[config.mk]
export PLATFORM = sky130hd
export DESIGN_NAME = cecs_top
export DESIGN_NICKNAME = d
export VERILOG_FILES = /design/src/rtl/cecs_pkg.sv /design/src/rtl/cecs_sel_if.sv /design/src/rtl/cecs_match.sv /design/src/rtl/cecs_top.sv
export SDC_FILE = /design/constraint.sdc
export NUM_CORES = 1
export LEC_CHECK = 0
export BUFFER_PORTS_ARGS = -buffer_cell sky130_fd_sc_hd__buf_2
export CELL_PAD_IN_SITES_DETAIL_PLACEMENT = 1
export CELL_PAD_IN_SITES_GLOBAL_PLACEMENT = 1
export CORE_ASPECT_RATIO = 1.75
export CORE_MARGIN = 2
export CORE_UTILIZATION = 41
export DETAILED_ROUTE_END_ITERATION = 6
export HOLD_SLACK_MARGIN = 0.05
export PLACE_DENSITY_LB_ADDON = 0.1
export SETUP_SLACK_MARGIN = 0.05
export SLEW_MARGIN = 25
export SYNTH_ARGS = -nofsm -noshare
export SYNTH_HDL_FRONTEND = slang
export SYNTH_HIERARCHICAL = 1
export SYNTH_SLANG_ARGS = --single-unit
[constraint.sdc]
create_clock -name CLK -period 4.16 [get_ports CLK]
set_input_delay 0.624 -clock CLK [delete_from_list [all_inputs] [get_ports CLK]]
set_output_delay 0.624 -clock CLK [all_outputs]
set_load 0.02 [all_outputs]
[src/rtl/cecs_pkg.sv]
// package: event codes, unit masks, thermal timing for the event selector
package cecs_pkg;
  localparam logic [7:0] CECS_EV_THERMAL   = 8'h3B;
  localparam logic [7:0] CECS_EV_UNHALTED  = 8'h3C;
  localparam logic [7:0] CECS_EV_CACHE_RD  = 8'h40;
  localparam logic [7:0] CECS_EV_CACHE_WR  = 8'h41;
  localparam logic [7:0] CECS_EV_LOCK_RD   = 8'h42;
  localparam logic [7:0] CECS_UM_THERMAL   = 8'hC0;
  localparam logic [7:0] CECS_UM_CORE      = 8'h00;
  localparam logic [7:0] CECS_UM_BUS       = 8'h01;
  localparam logic [7:0] CECS_UM_SOLE      = 8'h02;
  localparam int         CECS_CLK_HZ       = 40_000_000;
  localparam int         CECS_SAMPLE_US    = 1000;
  localparam int         CECS_SAMPLE_CYC   =
    (CECS_CLK_HZ / 1_000_000) * CECS_SAMPLE_US;
  localparam logic [15:0] CECS_CNT_RST     = 16'h0000;
  localparam int         CECS_CNT_W        = 48;
  localparam logic [CECS_CNT_W-1:0] CECS_COUNT_RST = '0;

  typedef enum logic [1:0] {
    CECS_TH_NORMAL   = 2'b00,
    CECS_TH_THROTTLE = 2'b01
  } cecs_th_state_t;
endpackage

[src/rtl/cecs_sel_if.sv]
// interface: selected event code and unit mask toward the source matcher
interface cecs_sel_if;
  logic [7:0] event_code;
  logic [7:0] unit_mask;
  logic [3:0] line_state_mask;
  logic       hit;
  modport src (output event_code, output unit_mask,
               output line_state_mask, input hit);
  modport mat (input event_code, input unit_mask,
               input line_state_mask, output hit);
endinterface

[src/rtl/cecs_match.sv]
// matcher: chooses the single qualifying source for the programmed event
module cecs_match
  import cecs_pkg::*;
(
  cecs_sel_if.mat sel,              // selection in, increment out
  input  wire logic       thermal_trip_p, // one-cycle trip pulse
  input  wire logic       core_cyc,       // core cycle, not halted
  input  wire logic       bus_cyc,        // bus edge, not halted
  input  wire logic       sole_bus_cyc,   // bus edge, other core halted
  input  wire logic       rd_p,           // cacheable read pulse
  input  wire logic       wr_p,           // cacheable write pulse
  input  wire logic       lock_p,         // access is locked
  input  wire logic [3:0] line_state      // one-hot line state of access
);
  logic st_ok;
  assign st_ok = |(line_state & sel.line_state_mask);

  always_comb begin
    sel.hit = 1'b0;
    case (sel.event_code)
      CECS_EV_THERMAL: sel.hit = thermal_trip_p; // RQ1
      CECS_EV_UNHALTED: begin
        case (sel.unit_mask)
          CECS_UM_CORE: sel.hit = core_cyc;     // RQ3
          CECS_UM_BUS:  sel.hit = bus_cyc;      // RQ5
          CECS_UM_SOLE: sel.hit = sole_bus_cyc; // RQ6
          default:      sel.hit = 1'b0;         // RQ10
        endcase
      end
      CECS_EV_CACHE_RD: sel.hit = rd_p & ~lock_p & st_ok; // RQ7
      CECS_EV_CACHE_WR: sel.hit = wr_p & ~lock_p & st_ok; // RQ8
      CECS_EV_LOCK_RD:  sel.hit = rd_p & lock_p & st_ok;  // RQ9
      default:          sel.hit = 1'b0;                   // RQ10
    endcase
  end
endmodule

[src/rtl/cecs_top.sv]
// top: event sources, thermal throttle and event counter for one core
// Functional notes
// RQ1: count each rise above thermal trip threshold
// RQ2: throttle on trip, sample each millisecond, recover
// RQ3: 3CH/00H counts unhalted core clock cycles
// RQ4: halt starts at halt instruction; halted cycles excluded
// RQ5: 3CH/01H counts unhalted bus clock cycles
// RQ6: 3CH/02H counts bus cycles, other core halted
// RQ7: 40H counts unlocked cacheable reads by state
// RQ8: 41H counts unlocked cacheable writes by state
// RQ9: 42H counts locked cacheable reads by state
// RQ10: count only on matching source, one per occurrence
module cecs_top
  import cecs_pkg::*;
#(
  parameter int SAMPLE_CYC = CECS_SAMPLE_CYC
) (
  input  wire logic                  CLK,            // core clock 40 MHz
  input  wire logic                  RESET_N,        // async reset, low
  input  wire logic [7:0]            EVENT_CODE,     // programmed event
  input  wire logic [7:0]            UNIT_MASK,      // programmed umask
  input  wire logic                  COUNT_EN,       // counter enabled
  input  wire logic                  COUNT_CLR,      // clear counter
  input  wire logic                  OVER_TRIP,      // temp above trip
  input  wire logic                  HALT_EXEC,      // halt instr executes
  input  wire logic                  WAKE,           // leave halt state
  input  wire logic                  OTHER_HALTED,   // other core halted
  input  wire logic                  BUS_CLK,        // bus clock, sampled
  input  wire logic                  RD_VALID,       // cacheable read done
  input  wire logic                  WR_VALID,       // cacheable write done
  input  wire logic                  LOCKED,         // access is locked
  input  wire logic [3:0]            LINE_STATE,     // one-hot M,E,S,I
  output logic [CECS_CNT_W-1:0]      COUNT,          // event count
  output logic                       THROTTLE,       // freq/volt lowered
  output logic                       HALTED          // core halted
);
  // selection toward the matcher; the low mask nibble filters line state
  cecs_sel_if sel ();

  // halt state
  logic                  halted_r;
  logic                  halted_nxt;

  // previous-cycle samples of levels whose rise is an event
  logic                  bus_clk_r;
  logic                  bus_clk_nxt;
  logic                  trip_seen_r;
  logic                  trip_seen_nxt;

  // thermal throttle state, its sample timer and registered output
  cecs_th_state_t        th_r;
  cecs_th_state_t        th_nxt;
  logic [15:0]           tick_r;
  logic [15:0]           tick_nxt;
  logic                  throttle_r;
  logic                  throttle_nxt;

  // event counter
  logic [CECS_CNT_W-1:0] count_r;
  logic [CECS_CNT_W-1:0] count_nxt;

  // per-cycle source strobes
  logic                  trip_p;
  logic                  run;
  logic                  bus_edge;
  logic                  bus_run;
  logic                  sole_run;
  logic                  sample_due;
  logic                  count_inc;

  // rise of a level against its sample from the previous clock
  function automatic logic rise_of(input logic now_v,
                                   input logic was_v);
    return now_v & ~was_v;
  endfunction

  // the core runs unless already halted or halting in this cycle
  function automatic logic core_runs(input logic halted_v,
                                     input logic halt_v);
    return ~halted_v & ~halt_v;
  endfunction

  // next counter value; a clear wins over a coincident increment
  function automatic logic [CECS_CNT_W-1:0] count_step(
      input logic [CECS_CNT_W-1:0] cur_v,
      input logic                  clr_v,
      input logic                  inc_v);
    logic [CECS_CNT_W-1:0] nxt_v;
    nxt_v = cur_v;
    if (clr_v) begin
      nxt_v = CECS_COUNT_RST;
    end else if (inc_v) begin
      nxt_v = cur_v + CECS_CNT_W'(1);                      // RQ10
    end
    return nxt_v;
  endfunction

  assign sel.event_code      = EVENT_CODE;
  assign sel.unit_mask       = UNIT_MASK;
  assign sel.line_state_mask = UNIT_MASK[3:0];

  // halt tracking: halted from the halt instruction's cycle onward;
  // a wake in the same cycle as a halt instruction is ignored
  always_comb begin
    halted_nxt = halted_r;
    if (HALT_EXEC) begin
      halted_nxt = 1'b1;                                   // RQ4
    end else if (WAKE) begin
      halted_nxt = 1'b0;
    end
  end

  always_ff @(posedge CLK or negedge RESET_N) begin
    if (!RESET_N) begin
      halted_r <= 1'b0;
    end else begin
      halted_r <= halted_nxt;
    end
  end

  assign run = core_runs(halted_r, HALT_EXEC);             // RQ4

  // level samples for edge detection; each rise of the bus clock seen
  // is one bus cycle, so each of its phases must last a core clock
  always_comb begin
    bus_clk_nxt   = BUS_CLK;
    trip_seen_nxt = OVER_TRIP;
  end

  always_ff @(posedge CLK or negedge RESET_N) begin
    if (!RESET_N) begin
      bus_clk_r   <= 1'b0;
      trip_seen_r <= 1'b0;
    end else begin
      bus_clk_r   <= bus_clk_nxt;
      trip_seen_r <= trip_seen_nxt;
    end
  end

  // strobes handed to the matcher, already gated by the halt state
  assign bus_edge = rise_of(BUS_CLK, bus_clk_r);
  assign bus_run  = run & bus_edge;                        // RQ5
  assign sole_run = bus_run & OTHER_HALTED;                // RQ6

  // a trip is each rise above the threshold, not the time spent above;
  // a rise while already throttled is counted but keeps the timer
  assign trip_p = rise_of(OVER_TRIP, trip_seen_r);         // RQ1

  // the sample timer runs only while throttled, so the first check
  // comes one full period after the trip; the timer is 16 bits wide,
  // which bounds SAMPLE_CYC to 65536
  assign sample_due = (tick_r == 16'(SAMPLE_CYC - 1));

  // throttle state: enter on a trip, leave at a sample found cool
  always_comb begin
    th_nxt   = th_r;
    tick_nxt = CECS_CNT_RST;
    case (th_r)
      CECS_TH_NORMAL: begin
        if (trip_p) begin
          th_nxt = CECS_TH_THROTTLE;                       // RQ2
        end
      end
      CECS_TH_THROTTLE: begin
        if (!sample_due) begin
          tick_nxt = tick_r + 16'h0001;
        end else if (!OVER_TRIP) begin
          th_nxt = CECS_TH_NORMAL;                         // RQ2
        end
      end
      default: begin
        th_nxt = CECS_TH_NORMAL;
      end
    endcase
    // output follows the state the register is about to take
    throttle_nxt = (th_nxt == CECS_TH_THROTTLE);
  end

  always_ff @(posedge CLK or negedge RESET_N) begin
    if (!RESET_N) begin
      th_r       <= CECS_TH_NORMAL;
      tick_r     <= CECS_CNT_RST;
      throttle_r <= 1'b0;
    end else begin
      th_r       <= th_nxt;
      tick_r     <= tick_nxt;
      throttle_r <= throttle_nxt;
    end
  end

  // the matcher is combinational; an increment shows one clock later
  cecs_match cecs_match_i (
    .sel            (sel),
    .thermal_trip_p (trip_p),
    .core_cyc       (run),
    .bus_cyc        (bus_run),
    .sole_bus_cyc   (sole_run),
    .rd_p           (RD_VALID),
    .wr_p           (WR_VALID),
    .lock_p         (LOCKED),
    .line_state     (LINE_STATE)
  );

  // the count wraps at its full width; no overflow flag is kept
  assign count_inc = COUNT_EN & sel.hit;

  always_comb begin
    count_nxt = count_step(count_r, COUNT_CLR, count_inc);      // RQ10
  end

  always_ff @(posedge CLK or negedge RESET_N) begin
    if (!RESET_N) begin
      count_r <= CECS_COUNT_RST;
    end else begin
      count_r <= count_nxt;
    end
  end

  // all three outputs come straight from flip-flops
  assign COUNT    = count_r;
  assign THROTTLE = throttle_r;
  assign HALTED   = halted_r;
endmodule

== Word level (Yosys, flattened, before mapping) ==
Cells that the tools add are included.
Storage, ports and cells
  register bits after elaboration: 70
  input bits: 32
  output and inout port bits: 50
  word-level logic and storage cells: 54
Cells by class
  add/subtract/negate cells: 2
  eq/ne operators: 10
  mux-type cells: 12
  bitwise operators: 18
  reductions and logical operators: 5
Operators by type and width (number)
  48-bit 2-to-1 mux: 2
  48-bit by 1-bit adder with 48-bit output (second input constant): 1
  16-bit 2-to-1 mux: 2
  8-bit by 7-bit == test with 1-bit output (second input constant): 3
  16-bit by 1-bit adder with 16-bit output (second input constant): 1
  16-bit == test (second input constant): 1
  8-bit by 6-bit == test with 1-bit output (second input constant): 2
  1-bit bitwise AND: 12
  8-bit by 1-bit == test with 1-bit output (second input constant): 1
  8-bit by 2-bit == test with 1-bit output (second input constant): 1
  8-bit logical NOT: 1
  2-bit 2-to-1 mux: 3
  1-bit inverter: 5
  1-bit one-hot mux with 5 select lines: 1
  4-bit bitwise AND: 1
  2-bit by 1-bit == test with 1-bit output (second input constant): 2
  2-bit one-hot mux with 2 select lines: 1
  2-bit nonzero test: 2
  4-bit OR reduction: 1
  1-bit one-hot mux with 3 select lines: 1
  2-bit logical NOT: 1
  1-bit 2-to-1 mux: 2

== Longest topological paths before layout ==
  depth after elaboration: 9
  gate-level depth with buffers: 13
  gate-level depth less buffers: 11

== Hierarchy ==
The synthesis kept the hierarchy.
By module, submodules not included
  cecs_top: instances 1, cells each 370, area an instance 3542.1 µm², seq. area each 1751.7 µm²
  cecs_match: instances 1, cells each 21, area an instance 151.4 µm², seq. area each 0.0 µm²

== Least setup slack after synthesis ==
No wires, ideal clock.
  path type: input to register
  start point: in UNIT_MASK[5]
  end point: reg count_r[37], in the netlist COUNT[37]
  setup time: 77 ps
  arrival time: 3314 ps
  data required time: 4083 ps
  setup slack: 769 ps
  stages: 10
  path buffers: 1
  cell sequence: or4_4 -> nor4b_2 -> a31oi_1 -> o21ai_1 -> nand2_4 -> or3_4 -> or3_1 -> buf_2 -> or4_1 -> a21oi_1
On the way
  cells in the longest elaborated chain, start to end: 5
  elaborated cells between the ends (all ways): 7
  classes of those cells: eq/ne: 2; mux: 2; bitwise: 1; reduce/logical: 2
RTL lines
  start, declared: RTL line cecs_top.sv:21  | input wire logic [7:0] UNIT_MASK,
  8-bit by 2-bit == test with 1-bit output (tied with other cells): RTL line cecs_match.sv:23  | case (sel.unit_mask)
  1-bit one-hot mux with 3 select lines (*): RTL line cecs_match.sv:23
  1-bit one-hot mux with 5 select lines (*): RTL line cecs_match.sv:20  | case (sel.event_code)
  named net sel.hit: RTL line cecs_sel_if.sv:6  | logic hit;
  1-bit bitwise AND (*): RTL line cecs_top.sv:205  | assign count_inc = COUNT_EN & sel.hit;
  2-bit nonzero test (no source line) (*)
  end signal, assigned: RTL line cecs_top.sv:215  | count_r <= count_nxt;
  end, declared: RTL line cecs_top.sv:59  | logic [CECS_CNT_W-1:0] count_r;
Mark *: on every way through the listed nets, which the timed path passes. The rest lies on a longest branch.
A chain may end at the register's enable or synchronous reset.

== Final worst setup path ==
  start point: reg halted_r, in the netlist HALTED
  end point: reg count_r[41], in the netlist COUNT[41]
On the way
  cells in the longest elaborated chain, start to end: 8
RTL lines
  start, declared: RTL line cecs_top.sv:41  | logic halted_r;
  start signal, assigned: RTL line cecs_top.sv:117  | halted_r <= halted_nxt;
  1-bit inverter: RTL line cecs_top.sv:80  | return ~halted_v & ~halt_v;
  1-bit bitwise AND: RTL line cecs_top.sv:80
  1-bit bitwise AND: RTL line cecs_top.sv:142  | assign bus_run = run & bus_edge;
  named net bus_run: RTL line cecs_top.sv:66  | logic bus_run;
  1-bit bitwise AND: RTL line cecs_top.sv:143  | assign sole_run = bus_run & OTHER_HALTED;
  named net sole_run: RTL line cecs_top.sv:67  | logic sole_run;
  1-bit one-hot mux with 3 select lines: RTL line cecs_match.sv:23
  1-bit one-hot mux with 5 select lines: RTL line cecs_match.sv:20
  named net sel.hit: RTL line cecs_sel_if.sv:6
  1-bit bitwise AND: RTL line cecs_top.sv:205
  2-bit nonzero test (no source line)
The timed path passes the listed nets, and every way through them passes these cells.

==> impl_metrics.py <==
metrics = {
    "cells_and_area": {
        "syn_to_final_growth_pct": 22.15,
        "drive_gt1_share_pct": 24.22,
        "diodes": 0,
        "final_nets": 508,
    },
    "clocking": {
        "cts_buffers": 9,
        "ctsResizeCount": 0,
        "clk_latency_ns": 0.34,
        "clkTransAtPathRegs_ns": 0.06,
        "cts_tree": "built",
        "cts_setup_buffers": 0,
        "cts_root_buffer": "clkbuf_16",
        "cts_max_level": 3,
        "cts_hold_buffers": 0,
        "cts_sinks": 70,
        "clk_path_buf_depth": 2,
    },
    "sta": {
        "setup_viol": 0,
        "timing.final.crit_share_pct": 86.04,
        "hold_viol_final": 0,
        "max_slew_margin_pct": 54.26,
        "worst_pin_slew_ns": 0.6862,
        "finalHoldWorstSlack_ns": 0.3217,
        "rsz0062_at_grt": "no",
        "fin_crit_ns": 3.579,
        "clock.fmax_mhz": 279.4,
        "fin_tns_setup_ns": 0,
        "slew_viol_final": 0,
        "clock-skew-final_ns": 0.005856,
    },
    "yosys": {
        "yosysUniqueCellTypes": 51,
        "yosys_warnings": 6,
        "synth_area_um2": 3694,
        "synth.largest_area_cell": "dfrtp_1",
        "synth_area_leaders": "dfrtp_1 (47%), nor2_1 (5.0%), xor2_1 (4.7%)",
        "synth-edff-count": 0,
        "synthMuxAreaShare_pct": 0.5759,
        "synth_flop_cell": "dfrtp_1",
        "synth_compound_area_share_pct": 9.079,
        "yosys-top-cells-count": "dfrtp_1 (70), nor2_1 (49), a21oi_1 (28)",
        "synthArstFlopShare_pct": 100.0,
        "synth.avg_cell_area_um2": 9.446,
        "synth_most_common_cell": "dfrtp_1",
        "synth_top_family_by_area": "simple AND/OR/NAND/NOR gates",
        "synthCells": 391,
        "ys_ff_latch": 70,
        "synth-simple-area-share_pct": 30.76,
        "yosysSeqAreaShare_pct": 47.43,
        "synthXorXnorAreaFrac_pct": 8.299,
        "synthAdderAreaFrac_pct": 0.6775,
        "synth.top_cell.area_share_pct": 47.43,
        "syn_nets": 425,
    },
    "power_and_ir_drop": {
        "power.density_nw_per_um2": 347.6,
        "fin_total_pwr_uw": 1569,
        "vdd_drop_max_uv": 230.3,
        "p_leak_uw": 0.001985,
    },
    "global_route": {
        "antenna_found_initial": 0,
        "grt_max_degree": 50,
        "grt_first_pass_wirelength_um": 15980,
        "grt_pass1_vias": 3357,
        "grt-ovfl-total": 0,
        "grt_usage_pct": 21.51,
    },
    "floorplan": {
        "dieWidth_um": 75.75,
        "rows": 45,
        "die_h_um": 129.6,
        "ios": 82,
        "core_area_um2": 8727,
        "start_util_pct": 42.32,
        "dieArea_um2": 9814,
    },
    "routing": {
        "viasPerCell": 5.550,
        "wl_um": 9834,
        "firstDrtPassIters": 6,
        "drtIter0Drc": 109,
        "drc_errors": 0,
        "vias": 3308,
        "wl_per_cell_um": 16.50,
        "detail-route-antenna-nets": 0,
    },
    "setup_path": {
        "critical_path_class": "flip-flop to flip-flop",
        "critical_path_arrival_ns": 3.83,
        "required_ns": 4.41,
        "cp_max_fo": 18,
        "cp-end-kind": "flip-flop",
        "critPathLaunchType": "flip-flop",
    },
    "hold_path": {
        "hold_class": "input port to asynchronous set/reset pin",
    },
    "run": {
        "max_cap_viol_count": 0,
    },
    "placement": {
        "place_congestion": 0.8158,
        "port_buffers": 81,
        "dp_hpwl_um": 7404,
    },
    "outcome": {
        "outcome": "completed",
    },
}
-- kinds of logic after synthesis --
group / after synthesis
AND/OR/NAND/NOR: 201
flip-flops: 70
AO/OA/AOI/OAI: 60
XOR/XNOR: 35
buffers and inverters: 20
adder cells (fa/ha/maj): 2
multiplexers: 2
other: 1
-- worst paths after layout --
check,from,endpoint,slack (ns),cells past startpoint
max,HALTED,COUNT[41],0.58,11
min,RESET_N,COUNT[39],0.32,1
min reg2reg,tick_r[0],tick_r[0],0.51,1
max reg2reg,HALTED,COUNT[41],0.58,11
max in group asynchronous,RESET_N,COUNT[5],2.83,2
min in group CLK,BUS_CLK,bus_clk_r,0.40,1
-- routing by layer --
layer  vias up  GRT usage, %  wire (um)
met4         0         9.494        216
met3        13         3.733        266
met1      1662         22.89       3690
met2        51         39.55       5661
met5         -             0          0
li1       1582             -          -
-- placed cells by master, fill, tap and decap left out, types with 8 or more instances in the layout --
master     netlist  final
nor3_1           8      8
o21ai_0         16     16
nand4_1         21     21
a21oi_1         28     28
nor2_1          49     49
o31ai_1          9      9
dfrtp_1         70     70
xor2_1          20     20
clkbuf_16        0      9
xnor2_1         15     15
nand2_1         26     26
or3_1           15     15
buf_2            3     81
or4_1            8      8
nand3_1         25     25
-- metrics by stage --
step                cell area [um^2]  worst slack [ns]  utilization (%)  instances
CTS                             4512            0.5681            51.70        596
floorplan                       3694            0.7687                -        391
global placement                4192            0.3988            48.03        580
finish                          4512            0.5808            51.70        596
global route                    4512            0.3810            51.70        596
detailed placement              4192            0.2510            48.03        580
-- registers in the layout, indices dropped and copies added, names as in the netlist --
register	cells
bus_clk_r	1
trip_seen_r	1
COUNT	48
HALTED	1
tick_r	16
THROTTLE	1
th_r	2
-- critical path, stage by stage (launching register included) --
cell and delay (ns):
dfrtp_1 0.40, nor4b_1 0.36, and2_1 0.20, nand2b_2 0.06, a21oi_1 0.14, a31oi_1 0.10, o21ai_1 0.34, nand2_4 0.14
or3_4 0.38, or3_1 0.60, or4b_1 0.59, a21oi_1 0.18
-- area by class of cell --
type                    count  area [um^2]
inverters                   6        22.52
repair buffers             86        442.9
clock inverters             3        40.04
clock buffers              13        280.3
flip-flops and latches     70         1752
multi-input cells         301         1828
well taps                 117        146.4
fillers                  1051         4215
-- power breakdown --
group	leakage, uW	internal [uW]	switching (uW)
combinational	0.000858	21.4	41.7
sequential	0.000965	686	3.02
clock	0.000162	527	289
Note: power is estimated with default switching activity, not from simulation.
